### src/core/csrfe_pkg.sv
package csrfe_pkg;

  localparam int unsigned DATA_W = 16;
  localparam int unsigned SEL_W  = 3;

  // address port field positions
  localparam int unsigned ADDR_BYTE_MODE_BIT  = 7;
  localparam int unsigned ADDR_SEL_HI         = 3;
  localparam int unsigned ADDR_SEL_LO         = 1;
  localparam int unsigned ADDR_UPPER_BYTE_BIT = 0;

  // selector values
  localparam logic [2:0] SEL_PRIMARY    = 3'h0;
  localparam logic [2:0] SEL_LAST_VALID = 3'h5;

  // primary control/status field positions
  localparam int unsigned CS_TX_DEMAND_BIT  = 15;
  localparam int unsigned CS_STOPPED_BIT    = 14;
  localparam int unsigned CS_TX_DISABLE_BIT = 13;
  localparam int unsigned CS_RX_DISABLE_BIT = 12;
  localparam int unsigned CS_TX_ACTIVE_BIT  = 11;
  localparam int unsigned CS_RX_ACTIVE_BIT  = 10;
  localparam int unsigned CS_IRQ_ENABLE_BIT = 9;
  localparam int unsigned CS_IRQ_FLAG_BIT   = 8;
  localparam int unsigned CS_CAUSE_HI       = 7;
  localparam int unsigned CS_CAUSE_LO       = 1;
  localparam int unsigned CAUSE_W           = 7;

  // cause vector index, bit 0 of the vector sits at status bit 1
  localparam int unsigned CAUSE_RX_DONE      = 0;
  localparam int unsigned CAUSE_TX_DONE      = 1;
  localparam int unsigned CAUSE_PRIMITIVE    = 2;
  localparam int unsigned CAUSE_TX_UNDERRUN  = 3;
  localparam int unsigned CAUSE_RX_OVERRUN   = 4;
  localparam int unsigned CAUSE_MISSED_FRAME = 5;
  localparam int unsigned CAUSE_MEM_TIMEOUT  = 6;

  // reset values
  localparam logic [15:0]  RESET_WORD  = 16'h0000;
  localparam logic [6:0]   CAUSE_CLEAR = 7'h00;
  localparam logic [7:0]   BYTE_ZERO   = 8'h00;

  // memory ready timeout in system clocks
  localparam int unsigned  MEM_TIMEOUT_CYCLES = 256;
  localparam logic [8:0]   MEM_TIMEOUT_LAST   = 9'(MEM_TIMEOUT_CYCLES - 1);
  localparam logic [8:0]   MEM_COUNT_ZERO     = 9'h000;
  localparam logic [8:0]   MEM_COUNT_ONE      = 9'h001;

  typedef enum logic [1:0] {
    CSRFE_MT_IDLE = 2'b01,
    CSRFE_MT_WAIT = 2'b10
  } csrfe_mt_state_type;

endpackage

### src/core/csrfe_store_if.sv
`timescale 1ns/1ns
interface csrfe_store_if;
  logic        wr_en;
  logic [2:0]  index;
  logic [15:0] wdata;
  logic [1:0]  byte_en;
  logic [15:0] rdata;

  modport front (output wr_en, output index, output wdata, output byte_en, input rdata);
  modport store (input wr_en, input index, input wdata, input byte_en, output rdata);
endinterface

### src/core/csrfe_aux_store.sv
`timescale 1ns/1ns
module csrfe_aux_store (
  input  wire logic   sys_clk,
  input  wire logic   resetn,
  csrfe_store_if.store st
);
  // storage for selector values 1..5; value 0 lives in the front end
  logic [15:0] word_r [1:5];

  genvar gi;
  generate
    for (gi = 1; gi <= 5; gi++) begin : g_word
      wire hit = st.wr_en && (st.index == 3'(gi));
      always_ff @(posedge sys_clk or negedge resetn) begin
        if (!resetn) begin
          word_r[gi] <= csrfe_pkg::RESET_WORD;
        end else if (hit) begin
          if (st.byte_en[0]) begin
            word_r[gi][7:0] <= st.wdata[7:0];
          end
          if (st.byte_en[1]) begin
            word_r[gi][15:8] <= st.wdata[15:8];
          end
        end
      end
    end
  endgenerate

  wire in_range = (st.index != csrfe_pkg::SEL_PRIMARY) &&
                  (st.index <= csrfe_pkg::SEL_LAST_VALID);
  assign st.rdata = in_range ? word_r[st.index] : csrfe_pkg::RESET_WORD;
endmodule

### src/core/csrfe_front.sv
`timescale 1ns/1ns
// How it works
// - host writes the selector to the address port, then accesses the data port.
// - selector holds across data port accesses until the address port is rewritten.
// - port select high targets the address port, low the data port.
// - address bit 7 picks byte-wide transfers; reset clears it.
// - address bits 3..1 select one of six registers; reset clears them.
// - address bit 0 picks the upper byte in byte mode; reset clears it.
// - data port writes load, reads return, the selected register.
// - writing one to bit 15 demands a ring scan; cleared once taken.
// - bit 14 shows the stopped phase, set by reset or stop primitive.
// - tx disable lets the current frame finish, then stops transmit ring use.
// - rx disable stops reception after current frame; sends RNR, RR on clearing, only while link is up.
// - tx active sets on start or disable clearing; clears on disable, stop, reset.
// - rx active sets on start or disable clearing; clears on disable, stop, reset.
// - interrupt pin low when enable and flag both set; enable cleared by stop.
// - bit 8 is the OR of the seven cause flags.
// - cause flags set by the device, cleared by writing one, reset or stop.
// - cause flags at bits 7..1; missing ready for 256 cycles sets memory error.
module csrfe_front (
  input  wire logic        sys_clk,
  input  wire logic        resetn,
  input  wire logic        bus_sel,
  input  wire logic        bus_write,
  input  wire logic        port_select,
  input  wire logic [15:0] bus_wdata,
  output logic      [15:0] bus_rdata_r,
  output logic             bus_ack_r,
  input  wire logic        start_prim,
  input  wire logic        stop_prim,
  input  wire logic        demand_taken,
  input  wire logic        tx_frame_busy,
  input  wire logic        rx_frame_busy,
  input  wire logic        link_up,
  input  wire logic [6:0]  cause_set,
  input  wire logic        dma_addr_strobe,
  input  wire logic        dma_ready,
  output logic             transmit_demand_r,
  output logic             stopped_r,
  output logic             tx_ring_active_r,
  output logic             rx_ring_active_r,
  output logic             byte_wide_mode_r,
  output logic             send_rnr_r,
  output logic             send_rr_r,
  output logic             irq_n_r
);

  csrfe_store_if st ();

  csrfe_aux_store u_store (
    .sys_clk (sys_clk),
    .resetn  (resetn),
    .st      (st)
  );

  logic [2:0]                    register_selector_r;
  logic                          upper_byte_select_r;
  logic                          tx_ring_disable_r;
  logic                          rx_ring_disable_r;
  logic                          irq_enable_r;
  logic [6:0]                    cause_r;
  logic [8:0]                    mt_count_r;
  csrfe_pkg::csrfe_mt_state_type mt_state_r;

  // access decode
  wire addr_wr = bus_sel && bus_write && port_select;
  wire data_wr = bus_sel && bus_write && !port_select;
  wire data_rd = bus_sel && !bus_write && !port_select;
  wire sel_ok  = register_selector_r <= csrfe_pkg::SEL_LAST_VALID;
  wire sel_pri = register_selector_r == csrfe_pkg::SEL_PRIMARY;

  // byte-wide mode puts the byte on lanes 7..0 and steers it by the upper select
  wire [1:0]  wr_be   = !byte_wide_mode_r ? 2'b11 :
                        (upper_byte_select_r ? 2'b10 : 2'b01);
  wire [15:0] wr_word = byte_wide_mode_r ? {bus_wdata[7:0], bus_wdata[7:0]} : bus_wdata;

  wire pri_wr    = data_wr && sel_pri;
  wire pri_wr_hi = pri_wr && wr_be[1];
  wire pri_wr_lo = pri_wr && wr_be[0];

  assign st.wr_en   = data_wr && sel_ok && !sel_pri;
  assign st.index   = register_selector_r;
  assign st.wdata   = wr_word;
  assign st.byte_en = wr_be;

  // memory ready watchdog
  wire mt_expire = (mt_state_r == csrfe_pkg::CSRFE_MT_WAIT) && !dma_ready &&
                   (mt_count_r == csrfe_pkg::MEM_TIMEOUT_LAST);
  csrfe_pkg::csrfe_mt_state_type mt_state_nxt;
  logic [8:0] mt_count_nxt;

  always_comb begin
    mt_state_nxt = mt_state_r;
    mt_count_nxt = mt_count_r;
    unique case (mt_state_r)
      csrfe_pkg::CSRFE_MT_IDLE: begin
        if (dma_addr_strobe && !dma_ready) begin
          mt_state_nxt = csrfe_pkg::CSRFE_MT_WAIT;
          mt_count_nxt = csrfe_pkg::MEM_COUNT_ONE;
        end
      end
      csrfe_pkg::CSRFE_MT_WAIT: begin
        if (dma_ready || mt_expire || stopped_r) begin
          mt_state_nxt = csrfe_pkg::CSRFE_MT_IDLE;
          mt_count_nxt = csrfe_pkg::MEM_COUNT_ZERO;
        end else begin
          mt_count_nxt = mt_count_r + csrfe_pkg::MEM_COUNT_ONE;
        end
      end
      default: begin
        mt_state_nxt = csrfe_pkg::CSRFE_MT_IDLE;
        mt_count_nxt = csrfe_pkg::MEM_COUNT_ZERO;
      end
    endcase
  end

  always_ff @(posedge sys_clk or negedge resetn) begin
    if (!resetn) begin
      mt_state_r <= csrfe_pkg::CSRFE_MT_IDLE;
      mt_count_r <= csrfe_pkg::MEM_COUNT_ZERO;
    end else begin
      mt_state_r <= mt_state_nxt;
      mt_count_r <= mt_count_nxt;
    end
  end

  // cause flags: device sets win over a write-one clear in the same cycle
  wire [6:0] cause_evt   = {cause_set[6] | mt_expire, cause_set[5:0]};
  wire [6:0] cause_w1c   = pri_wr_lo ? wr_word[csrfe_pkg::CS_CAUSE_HI:csrfe_pkg::CS_CAUSE_LO]
                                     : csrfe_pkg::CAUSE_CLEAR;
  wire [6:0] cause_nxt   = stop_prim ? csrfe_pkg::CAUSE_CLEAR
                                     : ((cause_r & ~cause_w1c) | cause_evt);
  wire       memory_timeout_error_hold   = cause_r[csrfe_pkg::CAUSE_MEM_TIMEOUT];
  // any memory error source, watchdog or engine, takes both rings down
  wire       memory_timeout_error_evt    = cause_evt[csrfe_pkg::CAUSE_MEM_TIMEOUT];
  wire       irq_flag    = |cause_r;

  // control bits
  wire irq_en_nxt = stop_prim ? 1'b0 :
                    (pri_wr_hi ? wr_word[csrfe_pkg::CS_IRQ_ENABLE_BIT] : irq_enable_r);
  wire tx_dis_nxt = pri_wr_hi ? wr_word[csrfe_pkg::CS_TX_DISABLE_BIT] : tx_ring_disable_r;
  wire rx_dis_nxt = pri_wr_hi ? wr_word[csrfe_pkg::CS_RX_DISABLE_BIT] : rx_ring_disable_r;
  wire demand_wr  = pri_wr_hi && wr_word[csrfe_pkg::CS_TX_DEMAND_BIT];
  // a fresh demand in the taking cycle survives the clear
  wire demand_nxt = demand_wr || (transmit_demand_r && !demand_taken && !stop_prim);
  wire stop_nxt   = stop_prim ? 1'b1 : (start_prim ? 1'b0 : stopped_r);
  wire running    = !stopped_r && !memory_timeout_error_hold;

  // ring activity: on disable the current frame finishes before the ring is released; stop and memory error release it at once
  wire tx_act_nxt = (stop_prim || memory_timeout_error_evt) ? 1'b0 :
                    ((start_prim || running) && !tx_ring_disable_r) ? 1'b1 :
                    (tx_ring_disable_r && !tx_frame_busy) ? 1'b0 : tx_ring_active_r;
  wire rx_act_nxt = (stop_prim || memory_timeout_error_evt) ? 1'b0 :
                    ((start_prim || running) && !rx_ring_disable_r) ? 1'b1 :
                    (rx_ring_disable_r && !rx_frame_busy) ? 1'b0 : rx_ring_active_r;

  wire rx_dis_rise = rx_dis_nxt && !rx_ring_disable_r;
  wire rx_dis_fall = !rx_dis_nxt && rx_ring_disable_r;

  // read mux
  wire [15:0] addr_word = {csrfe_pkg::BYTE_ZERO, byte_wide_mode_r, 3'h0,
                           register_selector_r, upper_byte_select_r};
  wire [15:0] pri_word  = {transmit_demand_r, stopped_r, tx_ring_disable_r, rx_ring_disable_r,
                           tx_ring_active_r, rx_ring_active_r, irq_enable_r, irq_flag,
                           cause_r, 1'b0};
  wire [15:0] data_word = !sel_ok ? csrfe_pkg::RESET_WORD :
                          (sel_pri ? pri_word : st.rdata);
  wire [15:0] port_word = port_select ? addr_word : data_word;
  // the address port has no upper byte, so only data port reads are steered
  wire        rd_steer  = byte_wide_mode_r && !port_select;
  wire [15:0] rd_word   = !rd_steer ? port_word :
                          {csrfe_pkg::BYTE_ZERO,
                           (upper_byte_select_r ? port_word[15:8] : port_word[7:0])};

  // address port
  always_ff @(posedge sys_clk or negedge resetn) begin
    if (!resetn) begin
      byte_wide_mode_r    <= 1'b0;
      register_selector_r <= 3'h0;
      upper_byte_select_r <= 1'b0;
    end else if (addr_wr) begin
      byte_wide_mode_r    <= bus_wdata[csrfe_pkg::ADDR_BYTE_MODE_BIT];
      register_selector_r <= bus_wdata[csrfe_pkg::ADDR_SEL_HI:csrfe_pkg::ADDR_SEL_LO];
      upper_byte_select_r <= bus_wdata[csrfe_pkg::ADDR_UPPER_BYTE_BIT];
    end
  end

  // primary control/status state
  always_ff @(posedge sys_clk or negedge resetn) begin
    if (!resetn) begin
      transmit_demand_r <= 1'b0;
      stopped_r         <= 1'b1;
      tx_ring_disable_r <= 1'b0;
      rx_ring_disable_r <= 1'b0;
      tx_ring_active_r  <= 1'b0;
      rx_ring_active_r  <= 1'b0;
      irq_enable_r      <= 1'b0;
      cause_r           <= csrfe_pkg::CAUSE_CLEAR;
    end else begin
      transmit_demand_r <= demand_nxt;
      stopped_r         <= stop_nxt;
      tx_ring_disable_r <= tx_dis_nxt;
      rx_ring_disable_r <= rx_dis_nxt;
      tx_ring_active_r  <= tx_act_nxt;
      rx_ring_active_r  <= rx_act_nxt;
      irq_enable_r      <= irq_en_nxt;
      cause_r           <= cause_nxt;
    end
  end

  // pin and pulse outputs, all from flops
  always_ff @(posedge sys_clk or negedge resetn) begin
    if (!resetn) begin
      irq_n_r     <= 1'b1;
      send_rnr_r  <= 1'b0;
      send_rr_r   <= 1'b0;
      bus_ack_r   <= 1'b0;
      bus_rdata_r <= csrfe_pkg::RESET_WORD;
    end else begin
      irq_n_r    <= !(irq_en_nxt && (|cause_nxt));
      send_rnr_r <= rx_dis_rise && link_up;
      send_rr_r  <= rx_dis_fall && link_up;
      bus_ack_r  <= bus_sel;
      if (bus_sel && !bus_write) begin
        bus_rdata_r <= rd_word;
      end
    end
  end

  // checker-side count of unbroken waiting since the strobe, kept apart from the watchdog
  logic [8:0] chk_wait_r;
  wire        chk_wait_go   = (mt_state_r == csrfe_pkg::CSRFE_MT_IDLE) && dma_addr_strobe &&
                              !dma_ready && !stopped_r;
  wire        chk_wait_keep = !dma_ready && !stopped_r && !stop_prim;

  always_ff @(posedge sys_clk or negedge resetn) begin
    if (!resetn) begin
      chk_wait_r <= csrfe_pkg::MEM_COUNT_ZERO;
    end else if (chk_wait_go) begin
      chk_wait_r <= csrfe_pkg::MEM_COUNT_ONE;
    end else if (chk_wait_keep && (chk_wait_r != csrfe_pkg::MEM_COUNT_ZERO)) begin
      chk_wait_r <= chk_wait_r + csrfe_pkg::MEM_COUNT_ONE;
    end else begin
      chk_wait_r <= csrfe_pkg::MEM_COUNT_ZERO;
    end
  end
endmodule

### config.mk
export PLATFORM = sky130hd
export DESIGN_NAME = csrfe_front
export DESIGN_NICKNAME = d
export VERILOG_FILES = /design/src/core/csrfe_pkg.sv /design/src/core/csrfe_store_if.sv /design/src/core/csrfe_aux_store.sv /design/src/core/csrfe_front.sv
export SDC_FILE = /design/constraint.sdc
export NUM_CORES = 1
export LEC_CHECK = 0
export BUFFER_PORTS_ARGS = -buffer_cell sky130_fd_sc_hd__buf_2
export CELL_PAD_IN_SITES_DETAIL_PLACEMENT = 1
export CELL_PAD_IN_SITES_GLOBAL_PLACEMENT = 2
export CORE_MARGIN = 2
export CORE_UTILIZATION = 41
export DETAILED_ROUTE_END_ITERATION = 12
export GPL_TIMING_DRIVEN = 0
export MAX_ROUTING_LAYER = met4
export PLACE_DENSITY_LB_ADDON = 0.1
export SYNTH_ARGS = -nofsm -noshare
export SYNTH_HDL_FRONTEND = slang
export SYNTH_SLANG_ARGS = --single-unit
### constraint.sdc
create_clock -name sys_clk -period 2.8 [get_ports sys_clk]
set_input_delay 0.56 -clock sys_clk [delete_from_list [all_inputs] [get_ports sys_clk]]
set_output_delay 0.56 -clock sys_clk [all_outputs]
set_load 0.02 [all_outputs]
==> impl_metrics.env <==
export IMPL_synth_seq_cells=130
export IMPL_grt_usage=0.2714
export IMPL_finalSetupViolCount=0
export IMPL_grt_util_met1=0.3481
export IMPL_final_util=0.5073
export IMPL_combPwrFrac=0.244
export IMPL_overflow=0
export IMPL_fin_skew_ns=0.005380
export IMPL_end_kind="flop"
export IMPL_syn_area_per_cell_um2=10.18
export IMPL_cts_hold_buf=0
export IMPL_cts_tree="done"
export IMPL_fin_crit_ns=2.642
export IMPL_core_um2=14640
export IMPL_clk_latency_ns=0.43
export IMPL_setup_ws_ns=0.1583
export IMPL_fin_cells=885
export IMPL_dpl_hpwl_um=14500
export IMPL_layout_nets=728
export IMPL_yosysSeqAreaShare=0.5252
export IMPL_async_reset_ff_frac=1.000
export IMPL_drt_first_pass_iters=5
export IMPL_grt_util_met2=0.4503
export IMPL_rsz0062_at_grt="no"
export IMPL_cts_buffers=17
export IMPL_place_port_buffers=59
export IMPL_syn_inst=609
export IMPL_ys_warn_count=0
export IMPL_yosysTopAreaCellShare=0.5125
export IMPL_drc=0
export IMPL_timing_final_crit_share=0.9435
export IMPL_power_total_uw=7092
export IMPL_detail_route_antenna_nets=0
export IMPL_use_met3=0.05109
export IMPL_die_x_um=127.0
export IMPL_max_freq_mhz=378.5
export IMPL_grt_busiest_layer="met2"
export IMPL_core_rowCount=44
export IMPL_hp_class="in -> async"
export IMPL_first_iter_violations=301
export IMPL_arrival_ns=2.94
export IMPL_area_growth_pct=19.79
export IMPL_ys_flop_type="dfrtp_1"
export IMPL_drive_gt1_frac=0.2225
export IMPL_timing_final_hold_violations=0
export IMPL_routedWlPerCell_um=22.77
export IMPL_drt_total_wl_um=20150
export IMPL_worst_slew_pin_slew_ns=0.8357
export IMPL_die_y_um=127.0
export IMPL_synth_top_area_cell="dfrtp_1"
export IMPL_cts_setup_buffers=0
export IMPL_cts_max_path_buffers=2
export IMPL_maxSlewViolCount=0
export IMPL_gp_congestion=0.8811
export IMPL_cts_root_buf="clkbuf_16"
export IMPL_seqPwrFrac=0.396
export IMPL_vias_per_cell=5.817
export IMPL_fin_setup_tns_ns=0
export IMPL_crit_fanout=10
export IMPL_start_util=0.4234
export IMPL_critPathRequiredTime_ns=3.10
export IMPL_peakVddDrop_uv=467.0
export IMPL_crit_type="reg -> reg"
export IMPL_grt_max_degree=79
export IMPL_grt_pass1_vias=5451
export IMPL_pwr_share_clk=0.360
export IMPL_cts_max_level=4
export IMPL_p_per_area_nw_per_um2=954.8
export IMPL_grt_pass1_wl_um=31860
export IMPL_maxCapViolations=0
export IMPL_netlist_area_um2=6201
export IMPL_slew_headroom=0.4269
export IMPL_cts_sinks=130
export IMPL_cts_resized_gates=0
export IMPL_vias=5148
export IMPL_die_area_um2=16120
export IMPL_outcome="finished, final reports clean"
export IMPL_syn_num_nets=649
export IMPL_grt_antenna_before_repair=0
export IMPL_synth_edf_count=0
export IMPL_power_switching_uw=2238
export IMPL_switching_share=0.3155
export IMPL_internal_power_uw=4855
export IMPL_diodes=0
export IMPL_post_place_ws_ns=0.2276
export IMPL_cts_clk_slew_worst_paths_ns=0.06
export IMPL_critPathLaunchType="flop"
export IMPL_dp_cells=853
export IMPL_power_leakage_uw=0.003367
export IMPL_synth_area_leaders="dfrtp_1 (51%), mux2_2 (7.1%), nand2_1 (4.5%), nor2_1 (4.2%), a21oi_1 (4.0%)"
export IMPL_yosysUniqueCellTypes=64
export IMPL_pin_count=61
[cell type report]
type | instances | area, um^2
Multi-Input combinational cell | 425 | 2725
Fill cell | 1635 | 7216
Inverter | 22 | 82.58
Clock inverter | 10 | 203.9
Clock buffer | 22 | 464.2
Timing Repair Buffer | 60 | 329.1
Sequential cell | 130 | 3257
Buffer | 32 | 136.4
Tap cell | 184 | 230.2
[critical path: stages, from the launching register on]
cell and delay, ns:
dfrtp_1 0.37, buf_2 0.21, buf_2 0.25, a21oi_1 0.31
clkbuf_1 0.53, o221ai_1 0.42, o311ai_0 0.43
[state kept, by name (all words and copies together) (netlist names), 2 cells and up]
register             cells
register_selector_r      3
u_store.word_r          80
cause_r                  7
bus_rdata_r             16
mt_count_r               9
mt_state_r               2
[metal layers]
layer / routed length [um] / vias up
li1: - / 2317
met1: 8920 / 2687
met2: 10180 / 123
met3: 846 / 21
met4: 201 / 0
met5: 0 / -
[cells in the final DEF, fill, tap and decap left out, types with 4 or more instances in the layout]
cell type	n
mux2_2	39
o21ai_0	48
clkbuf_16	17
a21oi_1	50
o22ai_1	4
a22oi_1	4
mux2i_1	24
buf_2	68
nor2b_1	7
a221oi_1	6
nand2b_1	5
nor3_1	5
nand2_1	74
bufinv_16	6
a211oi_1	4
nand3_1	11
dfrtp_1	127
clkbuf_1	21
nor2_1	69
a21o_1	4
o221ai_1	9
ha_1	4
xnor2_1	4
inv_1	20
[stage by stage]
step / hold slack (ns) / instance area, um^2
detailed placement: 0.4691 / 6760
finish: 0.1867 / 7428
floorplan: 0.2644 / 6201
global route: 0.2336 / 7428
global placement: 0.4574 / 6726
CTS: 0.2125 / 7428
[worst paths after layout]
kind / from / endpoint / slack [ns] / depth (start not counted)
max: register_selector_r[2] / bus_rdata_r[4] / 0.16 / 6
min: resetn / bus_rdata_r[9] / 0.19 / 1
max reg2reg: register_selector_r[2] / bus_rdata_r[4] / 0.16 / 6
min reg2reg: u_store.word_r[50] / u_store.word_r[50] / 0.48 / 2
max in group asynchronous: resetn / stopped_r / 1.83 / 2
min in group sys_clk: bus_sel / bus_ack_r / 0.33 / 1
[cell usage after synthesis, drive strengths merged (4+ instances only)]
cell type and n:
a211oi 4, a21o 4, a21oi 50, a221oi 6, a22oi 4, buf 14
clkbuf 18, dfrtp 127, ha 4, inv 21, mux2 39, mux2i 24
nand2 74, nand2b 5, nand3 11, nand3b 4, nor2 70, nor2b 7
nor3 7, o21ai 50, o221ai 9, o22ai 4, xnor2 4
[kinds of logic (layout without fill, tap and decap cells)]
kind of cell    Yosys count  after routing  share of synthesized area
buf+inv                  54            146                    0.03531
mux                      64             64                     0.1132
simple gates            193            193                     0.1521
xor+xnor                  5              5                   0.007062
fa+ha+maj                 4              4                   0.008071
compound gates          159            159                     0.1590
flops                   130            130                     0.5252
[power by group through the flow]
stage / Combinational (uW) / Clock [uW] / Sequential [uW]
finish: 1730 / 2550 / 2810
floorplan: 1110 / 0 / 2790
detailed placement: 1720 / 0 / 2830
CTS: 1740 / 2580 / 2810
global placement: 1640 / 0 / 2790
global route: 1910 / 2660 / 2880
(Power assumes the default switching activity.)
